<file path="src/fsf_status_two_ports.sv">
`default_nettype none
`default_nettype wire

</file>
<file path="src/fsf_pkg.sv">
`default_nettype none
package fsf_pkg;

    // *****************************************************************
    // Bus geometry
    // *****************************************************************
    localparam int unsigned FSF_ADDR_W = 8;
    localparam int unsigned FSF_DATA_W = 32;
    localparam int unsigned FSF_STRB_W = FSF_DATA_W / 8;

    // *****************************************************************
    // Register byte offsets
    // *****************************************************************
    localparam logic [FSF_ADDR_W-1:0] FSF_OFS_STATUS2 = 8'h00;
    localparam logic [FSF_ADDR_W-1:0] FSF_OFS_CRC_START = 8'h04;
    localparam logic [FSF_ADDR_W-1:0] FSF_OFS_CRC_END = 8'h08;
    localparam logic [FSF_ADDR_W-1:0] FSF_OFS_EVAL_SECTOR = 8'h0c;
    localparam logic [FSF_ADDR_W-1:0] FSF_OFS_COMMAND = 8'h10;
    localparam int unsigned FSF_WORD_LSB = 2;

    // *****************************************************************
    // Field positions and values
    // *****************************************************************
    localparam int unsigned FSF_BIT_PROG_SUSP = 0;
    localparam int unsigned FSF_BIT_ERASE_SUSP = 1;
    localparam int unsigned FSF_BIT_ERASE_RESULT = 2;
    localparam int unsigned FSF_BIT_CRC_ABORT = 3;
    localparam int unsigned FSF_BIT_CMD_CRC = 0;
    localparam int unsigned FSF_BIT_CMD_EVAL = 1;
    localparam logic [7:0] FSF_STATUS2_RESET = 8'h00;
    localparam logic [32:0] FSF_CRC_MIN_SPAN = 33'h000000003;
    localparam logic [1:0] FSF_RESP_OKAY = 2'b00;
    localparam logic [1:0] FSF_RESP_SLVERR = 2'b10;

    // *****************************************************************
    // Types
    // *****************************************************************
    typedef struct packed {
        logic crc_check_abort_flag;
        logic sector_erase_result_flag;
        logic erase_suspended_flag;
        logic program_suspended_flag;
    } fsf_flags_t;

    typedef enum logic [0:0] {FSF_CRC_IDLE, FSF_CRC_RUN} fsf_crc_state_t;
    typedef enum logic [0:0] {FSF_EV_IDLE, FSF_EV_WAIT} fsf_eval_state_t;

endpackage
`default_nettype wire

</file>
<file path="src/fsf_status_two.sv">
// Local design decisions: the AXI4-Lite interface to the registers and the register addresses.
`default_nettype none
// Contract
// - End below start plus three sets abort
// - Valid address span clears abort flag
// - CRC abort flag sits at bit 3
// - Erase result bit 2, 1 means success
// - Evaluate command loads result for sector
// - Erase suspend flag at bit 1
// - Program suspend flag at bit 0
// - Flags read-only, zero after reset
module fsf_status_two
    import fsf_pkg::*;
(
    input wire logic SYS_CLK_IN,
    input wire logic RST_N_IN,
    input wire logic [FSF_ADDR_W-1:0] S_AXI_AWADDR_IN,
    input wire logic S_AXI_AWVALID_IN,
    output logic S_AXI_AWREADY_OUT,
    input wire logic [FSF_DATA_W-1:0] S_AXI_WDATA_IN,
    input wire logic [FSF_STRB_W-1:0] S_AXI_WSTRB_IN,
    input wire logic S_AXI_WVALID_IN,
    output logic S_AXI_WREADY_OUT,
    output logic [1:0] S_AXI_BRESP_OUT,
    output logic S_AXI_BVALID_OUT,
    input wire logic S_AXI_BREADY_IN,
    input wire logic [FSF_ADDR_W-1:0] S_AXI_ARADDR_IN,
    input wire logic S_AXI_ARVALID_IN,
    output logic S_AXI_ARREADY_OUT,
    output logic [FSF_DATA_W-1:0] S_AXI_RDATA_OUT,
    output logic [1:0] S_AXI_RRESP_OUT,
    output logic S_AXI_RVALID_OUT,
    input wire logic S_AXI_RREADY_IN,
    input wire logic ERASE_SUSPENDED_IN,
    input wire logic PROGRAM_SUSPENDED_IN,
    output logic CRC_START_OUT,
    output logic [FSF_DATA_W-1:0] CRC_START_ADDR_OUT,
    output logic [FSF_DATA_W-1:0] CRC_END_ADDR_OUT,
    input wire logic CRC_DONE_IN,
    output logic EVAL_REQ_OUT,
    output logic [FSF_DATA_W-1:0] EVAL_SECTOR_OUT,
    input wire logic EVAL_DONE_IN,
    input wire logic EVAL_PASS_IN,
    output logic [7:0] STATUS2_OUT
);

    // *****************************************************************
    // Declarations
    // *****************************************************************
    logic awready_ff;
    logic wready_ff;
    logic aw_held_ff;
    logic w_held_ff;
    logic [FSF_ADDR_W-1:0] awaddr_ff;
    logic [FSF_DATA_W-1:0] wdata_ff;
    logic [FSF_STRB_W-1:0] wstrb_ff;
    logic bvalid_ff;
    logic [1:0] bresp_ff;
    logic arready_ff;
    logic rvalid_ff;
    logic [1:0] rresp_ff;
    logic [FSF_DATA_W-1:0] rdata_ff;
    logic [FSF_DATA_W-1:0] crc_start_ff;
    logic [FSF_DATA_W-1:0] crc_end_ff;
    logic [FSF_DATA_W-1:0] eval_sector_ff;
    logic crc_start_pulse_ff;
    logic eval_req_ff;
    fsf_flags_t flags_ff;
    fsf_crc_state_t crc_state_ff;
    fsf_eval_state_t eval_state_ff;
    logic wr_commit;
    logic wr_mapped;
    logic cmd_crc;
    logic cmd_eval;
    logic span_ok;
    logic [7:0] status2_view;
    logic [FSF_DATA_W-1:0] nxt_rdata;
    logic nxt_rmapped;

    // Byte-lane merge for the address registers
    function automatic logic [FSF_DATA_W-1:0] merge_bytes(
        input logic [FSF_DATA_W-1:0] old_val,
        input logic [FSF_DATA_W-1:0] new_val,
        input logic [FSF_STRB_W-1:0] strb
    );
        logic [FSF_DATA_W-1:0] res;
        res = old_val;
        for (int i = 0; i < FSF_STRB_W; i++) begin
            if (strb[i]) begin
                res[i*8 +: 8] = new_val[i*8 +: 8];
            end
        end
        return res;
    endfunction

    // *****************************************************************
    // AXI4-Lite write channels
    // *****************************************************************
    // Commit happens once both halves are held; readies stay low until
    // the response is taken, so only one write is ever in flight
    assign wr_commit = aw_held_ff && w_held_ff && !bvalid_ff;
    assign wr_mapped = (awaddr_ff == FSF_OFS_STATUS2) || (awaddr_ff == FSF_OFS_CRC_START) ||
                       (awaddr_ff == FSF_OFS_CRC_END) || (awaddr_ff == FSF_OFS_EVAL_SECTOR) ||
                       (awaddr_ff == FSF_OFS_COMMAND);

    // Address channel capture
    always_ff @(posedge SYS_CLK_IN or negedge RST_N_IN) begin
        if (!RST_N_IN) begin
            awready_ff <= 1'b1;
            aw_held_ff <= 1'b0;
            awaddr_ff <= '0;
        end else if (S_AXI_AWVALID_IN && awready_ff) begin
            awready_ff <= 1'b0;
            aw_held_ff <= 1'b1;
            awaddr_ff <= {S_AXI_AWADDR_IN[FSF_ADDR_W-1:FSF_WORD_LSB], 2'b00};
        end else if (wr_commit) begin
            aw_held_ff <= 1'b0;
        end else if (bvalid_ff && S_AXI_BREADY_IN) begin
            awready_ff <= 1'b1;
        end
    end

    // Data channel capture
    always_ff @(posedge SYS_CLK_IN or negedge RST_N_IN) begin
        if (!RST_N_IN) begin
            wready_ff <= 1'b1;
            w_held_ff <= 1'b0;
            wdata_ff <= '0;
            wstrb_ff <= '0;
        end else if (S_AXI_WVALID_IN && wready_ff) begin
            wready_ff <= 1'b0;
            w_held_ff <= 1'b1;
            wdata_ff <= S_AXI_WDATA_IN;
            wstrb_ff <= S_AXI_WSTRB_IN;
        end else if (wr_commit) begin
            w_held_ff <= 1'b0;
        end else if (bvalid_ff && S_AXI_BREADY_IN) begin
            wready_ff <= 1'b1;
        end
    end

    // Write response; the status word accepts writes silently
    always_ff @(posedge SYS_CLK_IN or negedge RST_N_IN) begin
        if (!RST_N_IN) begin
            bvalid_ff <= 1'b0;
            bresp_ff <= FSF_RESP_OKAY;
        end else if (wr_commit) begin
            bvalid_ff <= 1'b1;
            bresp_ff <= wr_mapped ? FSF_RESP_OKAY : FSF_RESP_SLVERR;
        end else if (bvalid_ff && S_AXI_BREADY_IN) begin
            bvalid_ff <= 1'b0;
        end
    end

    // *****************************************************************
    // Software registers
    // *****************************************************************
    // Address words; held while an operation runs so the engine sees
    // a stable range
    always_ff @(posedge SYS_CLK_IN or negedge RST_N_IN) begin
        if (!RST_N_IN) begin
            crc_start_ff <= '0;
            crc_end_ff <= '0;
            eval_sector_ff <= '0;
        end else if (wr_commit) begin
            if (awaddr_ff == FSF_OFS_CRC_START && crc_state_ff == FSF_CRC_IDLE) begin
                crc_start_ff <= merge_bytes(crc_start_ff, wdata_ff, wstrb_ff);
            end
            if (awaddr_ff == FSF_OFS_CRC_END && crc_state_ff == FSF_CRC_IDLE) begin
                crc_end_ff <= merge_bytes(crc_end_ff, wdata_ff, wstrb_ff);
            end
            if (awaddr_ff == FSF_OFS_EVAL_SECTOR && eval_state_ff == FSF_EV_IDLE) begin
                eval_sector_ff <= merge_bytes(eval_sector_ff, wdata_ff, wstrb_ff);
            end
        end
    end

    // Command strobes; a command to a busy engine is dropped
    assign cmd_crc = wr_commit && (awaddr_ff == FSF_OFS_COMMAND) && wstrb_ff[0] &&
                     wdata_ff[FSF_BIT_CMD_CRC] && (crc_state_ff == FSF_CRC_IDLE);
    assign cmd_eval = wr_commit && (awaddr_ff == FSF_OFS_COMMAND) && wstrb_ff[0] &&
                      wdata_ff[FSF_BIT_CMD_EVAL] && (eval_state_ff == FSF_EV_IDLE);

    // 33-bit sum so a start near the top of the space cannot wrap
    assign span_ok = ({1'b0, crc_end_ff} >= ({1'b0, crc_start_ff} + FSF_CRC_MIN_SPAN));

    // *****************************************************************
    // Integrity CRC sequencing
    // *****************************************************************
    // A bad span never reaches the engine: the block stays idle
    always_ff @(posedge SYS_CLK_IN or negedge RST_N_IN) begin
        if (!RST_N_IN) begin
            crc_state_ff <= FSF_CRC_IDLE;
            crc_start_pulse_ff <= 1'b0;
        end else begin
            crc_start_pulse_ff <= 1'b0;
            case (crc_state_ff)
                FSF_CRC_IDLE: begin
                    if (cmd_crc && span_ok) begin
                        crc_state_ff <= FSF_CRC_RUN;
                        crc_start_pulse_ff <= 1'b1;
                    end
                end
                FSF_CRC_RUN: begin
                    if (CRC_DONE_IN) begin
                        crc_state_ff <= FSF_CRC_IDLE;
                    end
                end
                default: begin
                    crc_state_ff <= FSF_CRC_IDLE;
                end
            endcase
        end
    end

    // Abort flag: set on a short span, cleared on a good one
    always_ff @(posedge SYS_CLK_IN or negedge RST_N_IN) begin
        if (!RST_N_IN) begin
            flags_ff.crc_check_abort_flag <= 1'b0;
        end else if (cmd_crc && !span_ok) begin
            flags_ff.crc_check_abort_flag <= 1'b1;
        end else if (cmd_crc && span_ok) begin
            flags_ff.crc_check_abort_flag <= 1'b0;
        end
    end

    // *****************************************************************
    // Evaluate erase status
    // *****************************************************************
    // Flag only changes when the lookup for the named sector returns
    always_ff @(posedge SYS_CLK_IN or negedge RST_N_IN) begin
        if (!RST_N_IN) begin
            eval_state_ff <= FSF_EV_IDLE;
            eval_req_ff <= 1'b0;
            flags_ff.sector_erase_result_flag <= 1'b0;
        end else begin
            eval_req_ff <= 1'b0;
            case (eval_state_ff)
                FSF_EV_IDLE: begin
                    if (cmd_eval) begin
                        eval_state_ff <= FSF_EV_WAIT;
                        eval_req_ff <= 1'b1;
                    end
                end
                FSF_EV_WAIT: begin
                    if (EVAL_DONE_IN) begin
                        eval_state_ff <= FSF_EV_IDLE;
                        flags_ff.sector_erase_result_flag <= EVAL_PASS_IN;
                    end
                end
                default: begin
                    eval_state_ff <= FSF_EV_IDLE;
                end
            endcase
        end
    end

    // *****************************************************************
    // Suspend flags
    // *****************************************************************
    // Follow the engine levels one cycle late
    always_ff @(posedge SYS_CLK_IN or negedge RST_N_IN) begin
        if (!RST_N_IN) begin
            flags_ff.erase_suspended_flag <= 1'b0;
            flags_ff.program_suspended_flag <= 1'b0;
        end else begin
            flags_ff.erase_suspended_flag <= ERASE_SUSPENDED_IN;
            flags_ff.program_suspended_flag <= PROGRAM_SUSPENDED_IN;
        end
    end

    // Status word packing; upper bits stay zero
    always_comb begin
        status2_view = FSF_STATUS2_RESET;
        status2_view[FSF_BIT_CRC_ABORT] = flags_ff.crc_check_abort_flag;
        status2_view[FSF_BIT_ERASE_RESULT] = flags_ff.sector_erase_result_flag;
        status2_view[FSF_BIT_ERASE_SUSP] = flags_ff.erase_suspended_flag;
        status2_view[FSF_BIT_PROG_SUSP] = flags_ff.program_suspended_flag;
    end

    // *****************************************************************
    // AXI4-Lite read channel
    // *****************************************************************
    // Read mux; no write path reaches the flags, so they are read-only
    always_comb begin
        nxt_rdata = '0;
        nxt_rmapped = 1'b1;
        case ({S_AXI_ARADDR_IN[FSF_ADDR_W-1:FSF_WORD_LSB], 2'b00})
            FSF_OFS_STATUS2: nxt_rdata[7:0] = status2_view;
            FSF_OFS_CRC_START: nxt_rdata = crc_start_ff;
            FSF_OFS_CRC_END: nxt_rdata = crc_end_ff;
            FSF_OFS_EVAL_SECTOR: nxt_rdata = eval_sector_ff;
            FSF_OFS_COMMAND: begin
                nxt_rdata[FSF_BIT_CMD_CRC] = (crc_state_ff == FSF_CRC_RUN);
                nxt_rdata[FSF_BIT_CMD_EVAL] = (eval_state_ff == FSF_EV_WAIT);
            end
            default: nxt_rmapped = 1'b0;
        endcase
    end

    // One read in flight; data captured at the address handshake
    always_ff @(posedge SYS_CLK_IN or negedge RST_N_IN) begin
        if (!RST_N_IN) begin
            arready_ff <= 1'b1;
            rvalid_ff <= 1'b0;
            rdata_ff <= '0;
            rresp_ff <= FSF_RESP_OKAY;
        end else if (S_AXI_ARVALID_IN && arready_ff) begin
            arready_ff <= 1'b0;
            rvalid_ff <= 1'b1;
            rdata_ff <= nxt_rdata;
            rresp_ff <= nxt_rmapped ? FSF_RESP_OKAY : FSF_RESP_SLVERR;
        end else if (rvalid_ff && S_AXI_RREADY_IN) begin
            rvalid_ff <= 1'b0;
            arready_ff <= 1'b1;
        end
    end

    // *****************************************************************
    // Outputs
    // *****************************************************************
    always_ff @(posedge SYS_CLK_IN or negedge RST_N_IN) begin
        if (!RST_N_IN) begin
            STATUS2_OUT <= FSF_STATUS2_RESET;
        end else begin
            STATUS2_OUT <= status2_view;
        end
    end

    assign S_AXI_AWREADY_OUT = awready_ff;
    assign S_AXI_WREADY_OUT = wready_ff;
    assign S_AXI_BVALID_OUT = bvalid_ff;
    assign S_AXI_BRESP_OUT = bresp_ff;
    assign S_AXI_ARREADY_OUT = arready_ff;
    assign S_AXI_RVALID_OUT = rvalid_ff;
    assign S_AXI_RDATA_OUT = rdata_ff;
    assign S_AXI_RRESP_OUT = rresp_ff;
    assign CRC_START_OUT = crc_start_pulse_ff;
    assign CRC_START_ADDR_OUT = crc_start_ff;
    assign CRC_END_ADDR_OUT = crc_end_ff;
    assign EVAL_REQ_OUT = eval_req_ff;
    assign EVAL_SECTOR_OUT = eval_sector_ff;

endmodule
`default_nettype wire

</file>
<file path="config.mk">
export PLATFORM = sky130hd
export DESIGN_NAME = fsf_status_two
export DESIGN_NICKNAME = d
export VERILOG_FILES = /design/src/fsf_status_two_ports.sv /design/src/fsf_pkg.sv /design/src/fsf_status_two.sv
export SDC_FILE = /design/constraint.sdc
export NUM_CORES = 1
export LEC_CHECK = 0
export BUFFER_PORTS_ARGS = -buffer_cell sky130_fd_sc_hd__buf_2
export CORE_MARGIN = 10
export CORE_UTILIZATION = 55
export DETAILED_ROUTE_END_ITERATION = 6
export PLACE_DENSITY_LB_ADDON = 0.3
export SLEW_MARGIN = 20
export SYNTH_ARGS = -nofsm -noshare
export SYNTH_HDL_FRONTEND = slang
export SYNTH_SLANG_ARGS = --single-unit
</file>
<file path="constraint.sdc">
create_clock -name SYS_CLK_IN -period 6.8 [get_ports SYS_CLK_IN]
set_input_delay 0.68 -clock SYS_CLK_IN [delete_from_list [all_inputs] [get_ports SYS_CLK_IN]]
set_output_delay 0.68 -clock SYS_CLK_IN [all_outputs]
set_load 0.03 [all_outputs]
</file>
==> results <==
- The slew at the pin closest to its max-slew limit is 1080 ps.
- The die outline height is 149 um.
- The number of buffers added to fix hold violations after cts is 0.
- The count of vias placed by the detailed router is 6714.
- The final non-filler cell area is 11000 um^2.
- The global routing met3 resource utilization is 0.0680.
- In the routed design, unresolved DRC markers number 0.
- Adding up every negative setup slack in the final design gives 0 ps.
- For this block, the initial DRC count from the detailed router was 408.
- In this design, the critical path's most frequently occurring cell is ha_1.
- The register area share after synthesis is 0.522.
- The clock root buffer master is clkbuf_16.
- The worst clock skew is 11.0 ps.
- The die extent in x is 149 um.
- The fraction of met1 tracks used by global routing is 0.266.
- After synthesis, the most frequently instantiated cells are dfrtp_1 (188), mux2_2 (162), nand2_1 (62).
- The standard cell core area is 16500 um^2.
- The wire length of the first global-routing pass is 38300 um.
- The final count of negative-setup-slack endpoints is 0.
- The aggregate global routing overflow is 0.
- The synthesized netlist contains 55 unique library cells.
- The type of origin of the critical path is a flip-flop.
- The arrival time of data at the critical path endpoint is 4350 ps.
- The biggest area contributor in the post-synthesis netlist is dfrtp_1.
- The slowest cell on the critical path is nor4_1.
- For met2 alone, demand over resource in global routing was 0.364.
- The clock net in this run drives a total of 191 sinks.
- For this block, the routed nets add up to 24100 um of wire.
- CTS built an H-tree with a depth of 4.
- For this configuration, the core starts out at a cell density of 0.556.
- The flow ran to the end, and the final reports show no timing, DRC or antenna violations.
- The combined global-route utilization of all metal layers is 0.217.
- The number of detailed-routing iterations run before antenna repair is 5.
- The routed wirelength normalized by instance count is 20.6 um.
- The number of global-route vias before repair was 7006.
- Yosys mapped a number of flops with a built-in enable equal to 0.
- Of all nets on the critical path, the largest fanout is 8.
- Of the cells placed in the final design, the portion with a size suffix greater than 1 is 0.447.
- TritonCTS built the clock tree.
- The finished layout holds 1166 standard cells, fillers aside.
- The signal on the critical path passes through inv_1 -> ha_1 -> nor3b_2 -> nand4_2 -> nor4_2 -> xnor2_1 -> ha_1 -> nand4_1 -> nor4_1 -> nand2_1 -> o22ai_1 -> o221a_2.
- Before CTS, the worst setup slack after placement is 2820 ps.
- After technology mapping, the gate count stands at 734.
- The post-route fraction of the period consumed by the critical path is 0.585.
- After detailed placement, the design holds a cell count of 1134.
- The fmax is 251 MHz.
- The kind of critical path is reg -> reg.
- The number of max-cap violations is 0.
- For the worst setup path, the data required time is 7170 ps.
- The worst-case IR drop observed on VDD is 186 uV.
- At the end of the flow, the number of nets in the layout was 1030.
- At the end of routability-driven placement, the weighted congestion stood at 0.855.
- The final antenna-violating net count is 0.
- The element type at the critical path end is a flip-flop.
- The source-to-sink clock delay at the later pin of the worst-skew pair is 440 ps.
- met2 is the most crowded layer.
- The number of setup buffers added after CTS is 0.
- Dividing the detail-routed via count by the number of cells gives 5.76.
- dfrtp_1 is the most common cell in the netlist.
- Across all setup checks in the final design, the least slack found is 2820 ps.
- Clock-pin slew was measured on the worst setup and hold paths at 70 ps.
- The floorplan has 47 rows.
- The power per cell area is 324 nW/um^2.
- The leakage power figure is 5.55 nW.
- The final count of hold timing violations was 0.
- Setup repair after global routing left no endpoint under its margin.
- The largest stage delay on the critical path is 720 ps.
- The minimum clock period is 3980 ps.
- The worst min-delay path class is in -> async.
- The total of flip-flops plus latches after synthesis is 191.
- The initial antenna violation count is 1.
- The area growth from synthesis to layout is 19.5%.
- The buffer depth of the longest clock path is 2.
- Headroom to the max-slew limit came out at 0.275.
- The post-cts gate resize count is 0.
- In the synthesized netlist the dominant register cell turns out to be dfrtp_1.
- The per-instance average area after synthesis is 12.5 um^2.
- In this run the cell area measured after placement is 10400 um^2.
- Of all flip-flops after synthesis, the portion carrying an async set or reset was 1.00.
- The die outline area is 22200 um^2.
- Port buffering added 200 buffers.
- The HPWL reported at the end of detailed placement is 17400 um.
- Entering global routing, the biggest net connects 113 pins.
- The number of pins with negative max-slew slack in the final report is 0.
- After synthesis, the cell types taking the most area are dfrtp_1 (51%), mux2_2 (20%), ha_1 (4.5%).
- For this design the top-level I/O count stands at 211.
- The share of synthesized area in the top cell type comes to 0.514.
- The clock buffer count from CTS is 17.
- 0 antenna diodes ended up in the layout.
- For this run, the number of Yosys warnings is 0.
- The post-synth design cell area is 9160 um^2.
-- per-layer routing --
metal / part of all wire / up-vias / wire, um
li1: - / 3076 / -
met1: 0.42 / 3398 / 10200
met4: 0.013 / 2 / 306
met5: 0.00054 / - / 13
met2: 0.49 / 213 / 11800
met3: 0.073 / 25 / 1760
-- stage by stage --
| stage | power [mW] | utilization | hold slack, ps |
|---|---|---|---|
| 2_1_floorplan | 2.24 | - | 353 |
| 3_3_place_gp | 2.53 | 0.629 | 359 |
| 3_5_place_dp | 2.56 | 0.629 | 372 |
| 4_1_cts | 3.58 | 0.665 | 341 |
| 5_1_grt | 3.74 | 0.665 | 340 |
| 6_report | 3.55 | 0.665 | 337 |
-- worst max-delay path: cells and delay by family, from the launching register on --
kind / cells / cell delay, ps
adders and majority gates: 2 / 560
and+or+nand+nor: 6 / 2150
DFF: 1 / 440
xor gates and xnor gates: 1 / 100
AOI/OAI and AO/OA: 2 / 560
buffers and inverters: 1 / 100
-- state kept, by name, indices dropped and copies added (netlist names), 4 cells and up --
name                flops
CRC_END_ADDR_OUT       32
CRC_START_ADDR_OUT     32
EVAL_SECTOR_OUT        32
S_AXI_RDATA_OUT        32
wdata_ff               32
awaddr_ff               6
STATUS2_OUT             4
flags_ff                4
wstrb_ff                4
-- where the power goes --
group | switching, mW | leakage (nW) | internal, mW
clock network | 0.460 | 0.279 | 0.558
registers | 0.244 | 2.54 | 1.36
logic | 0.532 | 2.73 | 0.400
-- worst paths after layout --
path	startpoint	to	slack [ps]	cells after the start
worst max register to register	CRC_START_ADDR_OUT[0]$_DFFE_PN0P_	CRC_START_OUT$_DFF_PN0_	2820	12
max in group asynchronous	RST_N_IN	CRC_START_ADDR_OUT[20]$_DFFE_PN0P_	4950	2
min in group SYS_CLK_IN	ERASE_SUSPENDED_IN	flags_ff[1]$_DFF_PN0_	350	1
worst min-delay path	RST_N_IN	awaddr_ff[7]$_DFFE_PN0P_	340	1
worst min register to register	flags_ff[0]$_DFF_PN0_	STATUS2_OUT[0]$_DFF_PN0_	390	0
worst max-delay path	CRC_START_ADDR_OUT[0]$_DFFE_PN0P_	CRC_START_OUT$_DFF_PN0_	2820	12
-- kinds of logic after synthesis --
family                   share of synthesized area
XOR/XNOR                                    0.0287
AO/OA/AOI/OAI                               0.0735
buffers and inverters                       0.0202
AND/OR/NAND/NOR                             0.0993
other                                     0.000409
flip-flops                                   0.522
adder cells (fa/ha/maj)                     0.0451
multiplexers                                 0.211
-- placed cells by master, fill, tap and decap left out, drive strengths merged, types with 3 or more instances in the layout --
cell type / count
clkbuf: 19
xor2: 21
nor3: 7
o2bb2ai: 3
inv: 17
nor2: 22
and3: 7
nor4: 6
nand2: 62
a31oi: 4
a22oi: 29
clkinv: 3
clkinvlp: 5
mux2i: 5
o21ai: 41
and4: 3
nand3: 24
buf: 202
ha: 33
a211oi: 3
a21oi: 9
dfstp: 3
conb: 6
nand4: 18
dfrtp: 188
xnor2: 9
mux2: 167
-- area by class of cell --
type                            count  area (um^2)
Clock inverter                     14          156
Multi-Input combinational cell    507         4220
Tap cell                          220          275
Timing Repair Buffer              203         1030
Fill cell                        1276         5510
Sequential cell                   191         4780
Clock buffer                       18          439
Inverter                           13         48.8
Note: power is estimated with default switching activity, not from simulation.
